**config.mk**
```make
export PLATFORM = sky130hd
export DESIGN_NAME = plk_clock_path
export DESIGN_NICKNAME = d
export VERILOG_FILES = /design/src/rtl/plk_pkg.sv /design/src/rtl/plk_clock_path.sv
export SDC_FILE = /design/constraint.sdc
export NUM_CORES = 1
export LEC_CHECK = 0
export BUFFER_PORTS_ARGS = -buffer_cell sky130_fd_sc_hd__buf_2
export CELL_PAD_IN_SITES_DETAIL_PLACEMENT = 0
export CELL_PAD_IN_SITES_GLOBAL_PLACEMENT = 1
export CORE_MARGIN = 5
export CORE_UTILIZATION = 37
export DETAILED_ROUTE_END_ITERATION = 10
export GPL_TIMING_DRIVEN = 0
export PLACE_DENSITY_LB_ADDON = 0.08
export SYNTH_ARGS = -nofsm -noshare
export SYNTH_HDL_FRONTEND = slang
export SYNTH_SLANG_ARGS = --single-unit
```
**constraint.sdc**
```tcl
create_clock -name core_clk -period 1.68 [get_ports core_clk]
set_input_delay 0 -clock core_clk [delete_from_list [all_inputs] [get_ports core_clk]]
set_output_delay 0 -clock core_clk [all_outputs]
set_load 0.1 [all_outputs]
```
**src/rtl/plk_pkg.sv**
```systemverilog
package plk_pkg;

    // Oscillator mode selection, as configured
    typedef enum logic [2:0] {
        PLK_MODE_EC     = 3'h0,  // external_clock_input_mode
        PLK_MODE_EC_PLL = 3'h1,  // external clock through the 4x loop
        PLK_MODE_XT     = 3'h2,  // medium_gain_crystal_mode
        PLK_MODE_XT_PLL = 3'h3,
        PLK_MODE_HS     = 3'h4,  // high_gain_crystal_mode
        PLK_MODE_FRC    = 3'h5,  // internal_fast_rc_source
        PLK_MODE_FRC_PLL = 3'h6,
        PLK_MODE_OTHER  = 3'h7
    } plk_mode_e;

    // PLL branch states, Gray along idle -> settle -> locked
    typedef enum logic [1:0] {
        PLK_ST_IDLE   = 2'h0,
        PLK_ST_SETTLE = 2'h1,
        PLK_ST_LOCKED = 2'h3
    } plk_state_e;

    // Pin group for the second oscillator pin
    typedef struct packed {
        logic out;   // Level driven onto the pin
        logic oe;    // High while the device drives the pin
    } plk_pin_s;

    localparam int unsigned PLK_MULT          = 4;
    localparam int unsigned PLK_SETTLE_W      = 12;
    localparam logic [11:0] PLK_SETTLE_CYCLES = 12'h200;
    localparam int unsigned PLK_LOCK_BIT      = 5;
    localparam int unsigned PLK_CTRL_W        = 16;
    localparam logic [15:0] PLK_CTRL_RST      = 16'h0000;
    localparam logic [11:0] PLK_CNT_ONE       = 12'h001;
    localparam logic [11:0] PLK_CNT_ZERO      = 12'h000;

endpackage

```
**src/rtl/plk_clock_path.sv**
```systemverilog
`timescale 1ns/1ps
`default_nettype none

module plk_clock_path
    import plk_pkg::*;
(
    input  wire logic                  core_clk,          // System clock, 20 MHz
    input  wire logic                  rst,               // Synchronous reset, active high
    input  wire logic [2:0]            osc_mode,          // Selected oscillator mode
    input  wire logic                  osc_pin_clkout_select, // Clock-out config bit
    input  wire logic                  ref_tick,          // Reference clock pin, asynchronous
    input  wire logic                  gpio_out,          // Port value for the pin
    input  wire logic                  gpio_oe,           // Port enable for the pin
    input  wire logic [PLK_CTRL_W-1:0] ctrl_wdata,        // Software value for control reg
    input  wire logic                  ctrl_we,           // Write strobe for control reg
    output logic [PLK_CTRL_W-1:0]      oscillator_control_reg, // Control reg read value
    output plk_pin_s                   osc_output_pin,    // Second oscillator pin drive
    output logic                       feedback_en,       // Feedback stage enable
    output logic                       pll_enable,        // PLL branch powered
    output logic [2:0]                 pll_mult_m1,       // Multiplier minus one
    output logic                       pll_ready,         // PLL output usable
    output logic                       pll_lock           // Lock status
);

    plk_mode_e                mode;
    logic                     ref_s1_r;
    logic                     ref_s2_r;
    logic                     ref_s3_r;
    logic                     ref_edge;
    logic                     div_r, div_nxt;
    plk_pin_s                 pin_r, pin_nxt;
    logic                     fb_r, fb_nxt;
    logic                     pen_r, pen_nxt;
    logic [2:0]               mult_r, mult_nxt;
    plk_state_e               st_r, st_nxt;
    logic [PLK_SETTLE_W-1:0]  cnt_r, cnt_nxt;
    plk_mode_e                src_r, src_nxt;
    logic                     lock_r, lock_nxt;
    logic [PLK_CTRL_W-1:0]    ctrl_r, ctrl_nxt;
    logic                     uses_pll;
    logic                     src_changed;

    // Mode decode and reference edge pick-up.
    // Every code of the mode field is a named mode, so the cast cannot
    // produce a value outside the enum; the spare code acts as a plain source.
    // A source change is seen against the mode registered one edge earlier.
    assign mode        = plk_mode_e'(osc_mode);
    assign uses_pll    = (mode == PLK_MODE_EC_PLL) || (mode == PLK_MODE_XT_PLL)
                      || (mode == PLK_MODE_FRC_PLL);
    assign src_changed = (mode != src_r);
    assign ref_edge    = ref_s2_r & ~ref_s3_r;

    // Reference clock synchroniser and edge stage.
    // The pin is asynchronous: only the second stage is read, by the third
    // stage and the edge detect. All stages reset low, the idle level of a
    // stopped source, so no false edge follows reset.
    always_ff @(posedge core_clk)
    begin
        if (rst)
        begin
            ref_s1_r <= 1'b0;
            ref_s2_r <= 1'b0;
            ref_s3_r <= 1'b0;
        end
        else
        begin
            ref_s1_r <= ref_tick;
            ref_s2_r <= ref_s1_r;
            ref_s3_r <= ref_s2_r;
        end
    end

    // Pin, feedback and multiplier next values.
    // The divider runs in every mode so the half-rate pin clock never
    // starts with a short first phase when clock-out is chosen.
    // Crystal modes keep the feedback stage on and leave the pin to the
    // resonator; the internal source and the spare code drive nothing.
    always_comb
    begin
        div_nxt  = ~div_r;
        pen_nxt  = uses_pll;
        mult_nxt = 3'(PLK_MULT - 1);
        fb_nxt   = 1'b1;
        pin_nxt  = '0;
        unique case (mode)
            PLK_MODE_EC:
            begin
                fb_nxt = 1'b0;
                if (osc_pin_clkout_select)
                begin
                    pin_nxt.out = div_nxt;
                    pin_nxt.oe  = 1'b1;
                end
                else
                begin
                    pin_nxt.out = gpio_out;
                    pin_nxt.oe  = gpio_oe;
                end
            end
            PLK_MODE_EC_PLL:
            begin
                fb_nxt = 1'b0;
                if (osc_pin_clkout_select)
                begin
                    pin_nxt.out = div_nxt;
                    pin_nxt.oe  = 1'b1;
                end
                else
                begin
                    pin_nxt.out = gpio_out;
                    pin_nxt.oe  = gpio_oe;
                end
            end
            PLK_MODE_XT, PLK_MODE_XT_PLL, PLK_MODE_HS:
            begin
                // Pin carries crystal feedback, never driven as a port
                fb_nxt  = 1'b1;
                pin_nxt = '0;
            end
            PLK_MODE_FRC, PLK_MODE_FRC_PLL:
            begin
                // Internal source: pin idle, feedback left as after reset
                fb_nxt  = 1'b1;
                pin_nxt = '0;
            end
            PLK_MODE_OTHER:
            begin
                // Spare code behaves as a plain non-loop source
                fb_nxt  = 1'b1;
                pin_nxt = '0;
            end
        endcase
    end

    // Pin, feedback and multiplier registers.
    // Outputs come from here directly, so the pin never glitches on a
    // mode change; everything follows the mode one edge later.
    always_ff @(posedge core_clk)
    begin
        if (rst)
        begin
            div_r  <= 1'b0;
            pin_r  <= '0;
            fb_r   <= 1'b1;
            pen_r  <= 1'b0;
            mult_r <= 3'h0;
        end
        else
        begin
            div_r  <= div_nxt;
            pin_r  <= pin_nxt;
            fb_r   <= fb_nxt;
            pen_r  <= pen_nxt;
            mult_r <= mult_nxt;
        end
    end

    // Ready timer and lock status next values.
    // The count runs on synchronised reference edges, not on the system
    // clock, so the settle time scales with the loop's own input.
    // Lock is purely timer based: once set it only falls on a source
    // change or a non-loop source, never on a real loss of lock.
    always_comb
    begin
        st_nxt   = st_r;
        cnt_nxt  = cnt_r;
        lock_nxt = lock_r;
        src_nxt  = mode;
        if (!uses_pll)
        begin
            st_nxt   = PLK_ST_IDLE;
            cnt_nxt  = PLK_CNT_ZERO;
            lock_nxt = 1'b0;
        end
        else if (src_changed)
        begin
            // A new source, even another loop mode, restarts the count
            st_nxt   = PLK_ST_SETTLE;
            cnt_nxt  = PLK_CNT_ZERO;
            lock_nxt = 1'b0;
        end
        else if (st_r == PLK_ST_IDLE)
        begin
            // Idle in an unchanged loop mode; not reached, as src_r resets to a non-loop mode
            st_nxt   = PLK_ST_SETTLE;
            cnt_nxt  = PLK_CNT_ZERO;
            lock_nxt = 1'b0;
        end
        else
        begin
            unique case (st_r)
                PLK_ST_SETTLE:
                begin
                    if (ref_edge)
                    begin
                        if (cnt_r == PLK_SETTLE_CYCLES - PLK_CNT_ONE)
                        begin
                            st_nxt   = PLK_ST_LOCKED;
                            lock_nxt = 1'b1;
                        end
                        else
                        begin
                            cnt_nxt = cnt_r + PLK_CNT_ONE;
                        end
                    end
                end
                PLK_ST_LOCKED:
                begin
                    lock_nxt = 1'b1;
                end
                default:
                begin
                    st_nxt = PLK_ST_IDLE;
                end
            endcase
        end
    end

    // Control register: lock bit overrides any software value.
    // The status bit takes the lock next value, so the register and the
    // lock output change on the same edge and a write in the cycle of a
    // set or clear cannot hide it.
    always_comb
    begin
        ctrl_nxt = ctrl_r;
        if (ctrl_we)
        begin
            ctrl_nxt = ctrl_wdata;
        end
        ctrl_nxt[PLK_LOCK_BIT] = lock_nxt;
    end

    always_ff @(posedge core_clk)
    begin
        if (rst)
        begin
            st_r   <= PLK_ST_IDLE;
            cnt_r  <= PLK_CNT_ZERO;
            lock_r <= 1'b0;
            src_r  <= PLK_MODE_EC;
        end
        else
        begin
            st_r   <= st_nxt;
            cnt_r  <= cnt_nxt;
            lock_r <= lock_nxt;
            src_r  <= src_nxt;
        end
    end

    // Control register storage; reset clears the lock bit with the rest
    always_ff @(posedge core_clk)
    begin
        if (rst)
        begin
            ctrl_r <= PLK_CTRL_RST;
        end
        else
        begin
            ctrl_r <= ctrl_nxt;
        end
    end

    // Outputs straight from flip-flops.
    // Ready and lock share one register: the loop output is declared usable
    // exactly when the settle count has run out, no earlier.
    assign oscillator_control_reg = ctrl_r;
    assign osc_output_pin         = pin_r;
    assign feedback_en            = fb_r;
    assign pll_enable             = pen_r;
    assign pll_mult_m1            = mult_r;
    assign pll_ready              = lock_r;
    assign pll_lock               = lock_r;

endmodule

`default_nettype wire

```
After elaboration in Yosys (flattened, before gate mapping)
Cells that the tools add are included.
- bits in registers: 44
- bits of input ports: 26
- output and inout bits: 25
- logic and storage cells: 63
- add/sub/neg operators: 1
- equality and inequality tests: 16
- mux-type cells: 12
- bitwise logic cells: 6
- reduce and logical (&&, ||, !) cells: 13
- operators with widths (operator ; number):
    $add A12 B1 Y12 const B ; 1
    $eq A12 B9 Y1 const B ; 1
    $eq A3 B3 Y1 const B ; 4
    $reduce_and A3 Y1 ; 4
    $mux W2 ; 4
    $ne A4 B4 Y1 const B ; 2
    $pmux W2 S2 ; 2
    $eq A3 B2 Y1 const B ; 2
    $reduce_or A6 Y1 ; 1
    $not A1 Y1 ; 5
    $mux W1 ; 4
    $ne A2 B2 Y1 const B ; 2
    $pmux W1 S2 ; 2
    $reduce_or A2 Y1 ; 2
    $reduce_or A4 Y1 ; 1
    $eq A3 B1 Y1 const B ; 1
    $logic_not A3 Y1 ; 1
    $ne A3 B3 Y1 ; 1
    $ne A3 B3 Y1 const B ; 1
    $eq A2 B1 Y1 const B ; 1
    $eq A2 B2 Y1 const B ; 1
    $logic_not A2 Y1 ; 1
    $logic_or A1 B1 Y1 ; 2
    $reduce_bool A2 Y1 ; 1
    $and A1 B1 Y1 ; 1

Depth between registers and ports, before layout
Gate-level depths: netlist (run 1).
- depth in word-level cells: 6
- gate-level depth with buffers: 5
- mapped depth without buffers: 5

Least setup slack after synthesis (run 1)
No wires, ideal clock.
- kind: reg2reg
- from: register cnt_r[0]
- to: register cnt_r[2]
- library setup time: 0.132 ns
- arrival: 1.400 ns
- data required time: 1.548 ns
- path slack: 0.148 ns
- stages on the path, launching flop included: 6
- buffers on the path: 0
- clock period less this slack: 1.532 ns
- cell sequence: dfxtp_1 -> ha_1 -> or4b_4 -> nor3_4 -> or3_1 -> a21oi_1
- word-level cells in the longest chain between the ends: 3
- elaborated cells on any way between the ends: 4
- classes of those cells: add/sub (1); eq/ne (1); bitwise (1); reduce/logical (1)
- RTL lines (item ; line ; text):
    start, declared ; plk_clock_path.sv:36 ; logic [PLK_SETTLE_W-1:0] cnt_r, cnt_nxt;
    start signal, assigned ; plk_clock_path.sv:245 ; cnt_r <= cnt_nxt;
    branches (longest 3 deep; another with $add A12 B1 Y12) ; n/a ;
Parallel ways; which one is timed is not known.
A chain may end at the register's enable or synchronous reset.

Worst setup path after layout (run 1)
- from: register cnt_r[1]
- to: register cnt_r[5]
The elaborated chain is that of the path after synthesis.

==> reports/results.ini, run 1 <==
[cells_and_area]
final-instance-count-excl-fill = 310
fin_nets = 284
drive_above_1_share_pct = 32.2
final_core_util_pct = 55.6
antenna_cells = 0
design_area_mm2 = 0.00244
largest_reg_flops = 15
area_growth_pct = 44.4

[sta]
clock_skew_ps = 7.71
min_period_ps = 1610
rsz0062_at_grt = yes
fmax_ghz = 0.622
finalHoldViolations = 0
maxSlewViolCount = 0
period_share_pct = 95.7
relSlewSlack_pct = 64.8
finalSetupViolations = 0
tns_ps = 0
hold_slack_ps = 61.9
postLayoutSetupSlackWorst_ps = 71.5
tightest_slew_ps = 526

[global_route]
grt.overflow.total = 0
grt_use_total_pct = 13.7
grt_pass1_vias = 1561
grt_pass1_wl_um = 6840
grt_max_degree = 14
antenna_found_initial = 0

[route]
drt_iter0_drc = 45
viasPerCell = 4.99
drcViolationCount = 0
wl_met3_um = 247
wire_per_inst_um = 12.8
ant_nets = 0
dr.pass1.iters = 4
drt-total-wl_um = 3970
topRoutingLayerUsed = met4
wl_met2_um = 1970
vias = 1548
wl_met1_um = 1700

[placed_design]
placed_area_mm2 = 0.00199
preCtsSetupSlack_ps = -46.3
port-buffer-count = 47
place_congestion = 0.763
dp_hpwl_um = 2680
place_inst = 275

[yosys]
yosys_register_bits = 42
yosysWarnings = 0
synthFlopType = dfxtp_1
synth_nets = 203
synth_area_mm2 = 0.00169
synth.avg_cell_area_um2 = 9.60
seq_area_frac_synth_pct = 49.8
syn_inst = 176
synth-edff-count = 0
synthArstFlopShare_pct = 0
yosysUniqueCellTypes = 38

[floorplanning]
core_mm2 = 0.00438
ios = 51
start_util_pct = 38.5
die_h_um = 77.6
dieArea_mm2 = 0.00602
row_count = 24
die_x_um = 77.6

[clock_tree]
cts_made_buffers = 5
clk_pin_slew_ps = 80
htreeDepth = 2
clockBufferDepth = 2
clkLatencyLatePin_ps = 290
clock_sinks = 42
cts_tree = yes
root_buffer = clkbuf_8

[worst_setup_path]
worstPathRequired_ps = 1860
worstPathArrival_ps = 1790
path_class = reg -> reg
start_kind = register
crit_fanout = 5
cp-end-kind = register

[power_and_ir_drop]
p_per_area_mw_per_mm2 = 919
irDropWorstVdd_mv = 0.430
p_leak_nw = 1.05
power.total_mw = 2.24

[status]
outcome = finished, final reports clean

[run]
cap_violations = 0

[hold_path]
hold_class = in -> reg

[timing repair]
action,CTS,global route
setup buffers,1,1
setup endpoints to repair,5,14
gates resized for setup,5,17
hold buffers,24,0
hold endpoints to repair,23,0
pin swaps,1,5
cloned,1,0
[layout make-up]
| class | instances | area, um^2 |
|---|---|---|
| fillers | 400 | 1950 |
| flip-flops and latches | 42 | 848 |
| multi-input cells | 120 | 847 |
| repair buffers | 73 | 490 |
| clock buffers | 6 | 72.6 |
| well taps | 52 | 65.1 |
| plain buffers | 10 | 58.8 |
| clock inverters | 2 | 37.5 |
| inverters | 5 | 18.8 |
[synth_stat cells, drive strengths merged (3+ instances only)]
cell type | number | area, um^2
nand2 | 4 | 17.5
nor2b | 6 | 37.5
xor2 | 4 | 35.0
or3 | 11 | 70.1
a21oi | 14 | 70.1
nand4 | 3 | 18.8
o21ai | 11 | 55.1
nor3 | 4 | 31.3
nor2 | 21 | 78.8
inv | 5 | 18.8
mux2i | 16 | 160
dfxtp | 42 | 841
buf | 6 | 42.5
clkbuf | 4 | 15.0
nand3 | 5 | 30.0
[logic make-up (layout without fill, tap and decap cells)]
| kind of cell | count (synthesis) | count (layout) | share of synthesized area, % |
|---|---|---|---|
| DFF | 42 | 42 | 49.8 |
| xor gates and xnor gates | 4 | 4 | 2.07 |
| adders and majority gates | 1 | 1 | 0.741 |
| muxes | 16 | 16 | 9.48 |
| and+or+nand+nor | 69 | 70 | 24.2 |
| AOI/OAI and AO/OA | 28 | 28 | 8.96 |
| other | 1 | 1 | 0.222 |
| buffers and inverters | 15 | 96 | 4.52 |
[report_power, final]
part | leakage, nW | total [mW] | switching (mW) | internal (mW)
Combinational | 0.654 | 0.403 | 0.287 | 0.116
Clock | 0.0514 | 0.790 | 0.346 | 0.443
Sequential | 0.346 | 1.05 | 0.0181 | 1.03
Total | 1.05 | 2.24 | 0.651 | 1.59
[worst max-delay path, stage by stage (launching register included)]
cell and delay (ps):
dfxtp_4 370, ha_4 140, or4b_4 520, nor3_4 250, or3_1 160, a21oi_1 60
[layout by cell type, fill, tap and decap left out, drive strengths merged, types with 2 or more instances in the layout]
| cell type | n |
|---|---|
| buf | 55 |
| dfxtp | 42 |
| dlygate4sd3 | 24 |
| nor2 | 21 |
| mux2i | 16 |
| a21oi | 14 |
| or3 | 11 |
| o21ai | 11 |
| clkbuf | 10 |
| nor2b | 6 |
| inv | 5 |
| nand3 | 5 |
| nor3 | 5 |
| xor2 | 4 |
| nand2 | 4 |
| nand4 | 3 |
| nand2b | 2 |
| nand3b | 2 |
| and4 | 2 |
| and3 | 2 |
| o31ai | 2 |
[routing by layer]
metal  track usage (%)  up-vias
li1                  -      771
met1              16.6      718
met2              23.6       52
met3              3.59        7
met4              4.64        0
met5                 0        -
[worst paths after layout]
check	start	end	slack, ps	cells past startpoint
min	osc_mode[0]	pll_enable	60	3
max reg2reg	cnt_r[1]	cnt_r[5]	70	5
max	cnt_r[1]	cnt_r[5]	70	5
min reg2reg	div_r	div_r	420	1
No activity file was read; power rests on OpenSTA's default activity.
==> inputs of run 2 (changes only) <==
==> constraint.sdc (replaced) <==
create_clock -name core_clk -period 1.7 [get_ports core_clk]
set_input_delay 0 -clock core_clk [delete_from_list [all_inputs] [get_ports core_clk]]
set_output_delay 0 -clock core_clk [all_outputs]
set_load 0.1 [all_outputs]
==> reports/results.ini, run 2 (synthesis gave the netlist of run 1 again) <==
[sta]
tns_ps = 0  ; unchanged
fmax_ghz = 0.620  ; was 0.622 GHz
finalSetupViolations = 0  ; unchanged
clock_skew_ps = 7.20  ; was 7.71 ps
finalHoldViolations = 0  ; unchanged
rsz0062_at_grt = no  ; was yes
period_share_pct = 94.8  ; was 95.7%
tightest_slew_ps = 504  ; was 526 ps
maxSlewViolCount = 0  ; unchanged
relSlewSlack_pct = 66.2  ; was 64.8%
min_period_ps = 1610  ; about the same

[route]
dr.pass1.iters = 4  ; unchanged
wire_per_inst_um = 12.7  ; was 12.8 um
ant_nets = 0  ; unchanged
vias = 1511  ; was 1548
drt_iter0_drc = 51  ; was 45
drt-total-wl_um = 3920  ; was 3970 um
viasPerCell = 4.89  ; was 4.99
drcViolationCount = 0  ; unchanged

[cells_and_area]
drive_above_1_share_pct = 31.1  ; was 32.2%
final_common_cell = buf_2  ; unchanged
fin_nets = 283  ; was 284
final-instance-count-excl-fill = 309  ; was 310
design_area_mm2 = 0.00241  ; was 0.00244 mm^2
antenna_cells = 0  ; unchanged
final_cell_mix = buf_2 (48), dfxtp_1 (39), dlygate4sd3_1 (24), nor2_1 (21), mux2i_1 (16)  ; was buf_2 (48), dfxtp_1 (38), dlygate4sd3_1 (24), nor2_1 (21), mux2i_1 (16)
area_growth_pct = 43.0  ; was 44.4%
final_core_util_pct = 55.1  ; was 55.6%
largest_reg_flops = 15  ; unchanged

[floorplanning]
row_count = 24  ; unchanged
dieArea_mm2 = 0.00602  ; unchanged
start_util_pct = 38.5  ; unchanged
die_h_um = 77.6  ; unchanged
core_mm2 = 0.00438  ; unchanged
ios = 51  ; unchanged
die_x_um = 77.6  ; unchanged

[worst_setup_path]
crit_family = simple AND/OR/NAND/NOR gates  ; unchanged
timing.critical_path.buf_inv = 0  ; unchanged
cp-end-kind = register  ; unchanged
worstPathArrival_ps = 1780  ; was 1790 ps
worstPathRequired_ps = 1870  ; was 1860 ps
max_stage_delay_ps = 520  ; about the same
start_kind = register  ; unchanged
worstPathCellList = ha_4 -> or4b_4 -> nor3_4 -> or3_1 -> a21oi_1  ; unchanged
path_class = reg -> reg  ; unchanged
crit_fanout = 5  ; unchanged
worst_path_max_delay_cell = or4b_4  ; unchanged

[global_route]
grt.overflow.total = 0  ; unchanged
grt_pass1_wl_um = 6930  ; was 6840 um
antenna_found_initial = 0  ; unchanged
grt_pass1_vias = 1574  ; was 1561
grt_use_total_pct = 13.9  ; was 13.7%
grt_max_degree = 14  ; unchanged

[clock_tree]
cts_tree = yes  ; unchanged
clockBufferDepth = 2  ; unchanged
clock_sinks = 42  ; unchanged
htreeDepth = 2  ; unchanged
clk_pin_slew_ps = 80  ; about the same
root_buffer = clkbuf_8  ; unchanged
clkLatencyLatePin_ps = 300  ; was 290 ps
cts_made_buffers = 5  ; unchanged

[placed_design]
dp_hpwl_um = 2680  ; unchanged
port-buffer-count = 47  ; unchanged
place_inst = 275  ; unchanged
place_congestion = 0.763  ; unchanged
placed_area_mm2 = 0.00199  ; unchanged

[hold_path]
hold_class = in -> reg  ; unchanged

[power_and_ir_drop]
p_leak_nw = 1.04  ; was 1.05 nW
p_per_area_mw_per_mm2 = 918  ; was 919 mW/mm^2
irDropWorstVdd_mv = 0.427  ; was 0.430 mV

[status]
outcome = finished, final reports clean  ; unchanged

[run]
cap_violations = 0  ; unchanged

run 2: area by class of cell:
class	count	area, um^2
fillers	399	1970
flip-flops and latches	42	845
multi-input cells	120	836
repair buffers	72	483
clock buffers	6	72.6
well taps	52	65.1
plain buffers	10	57.6
clock inverters	2	37.5
inverters	5	18.8
run 2: layer usage:
metal / track usage [%] / vias up / wire length, um
li1: - / 776 / -
met1: 16.7 / 692 / 1760
met2: 23.9 / 37 / 1910
met3: 3.59 / 6 / 194
met4: 4.64 / 0 / 57
met5: 0 / - / 0
run 2: worst paths after layout:
path | start | end | slack (ps) | depth (start not counted)
hold reg to reg | div_r | div_r | 420 | 1
hold / removal | osc_mode[1] | feedback_en | 10 | 2
setup reg to reg | cnt_r[1] | cnt_r[5] | 90 | 5
setup / recovery | cnt_r[1] | cnt_r[5] | 90 | 5
run 2: repair_timing:
action	in CTS	in global routing
setup endpoints to repair	5	12
setup buffers	1	0
cloned	1	0
gates resized for setup	4	13
hold buffers	24	0
pin swaps	1	5
endpoints found under the hold margin	23	0
run 2: metrics by stage:
step | setup WS, ps | total power, mW | hold WS [ps]
finish | 88.2 | 2.22 | 14.0
global route | 2.04 | 2.31 | 17.0
CTS | 13.8 | 2.24 | 2.50
detailed placement | -26.3 | 1.41 | 210
global placement | 30.4 | 1.40 | 206
floorplan | 168 | 1.34 | 71.6
run 2: where the power goes:
group	total, mW	switching [mW]	internal, mW	leakage [nW]
logic	0.398	0.283	0.114	0.646
registers	1.04	0.0168	1.02	0.346
clock network	0.785	0.347	0.438	0.0514
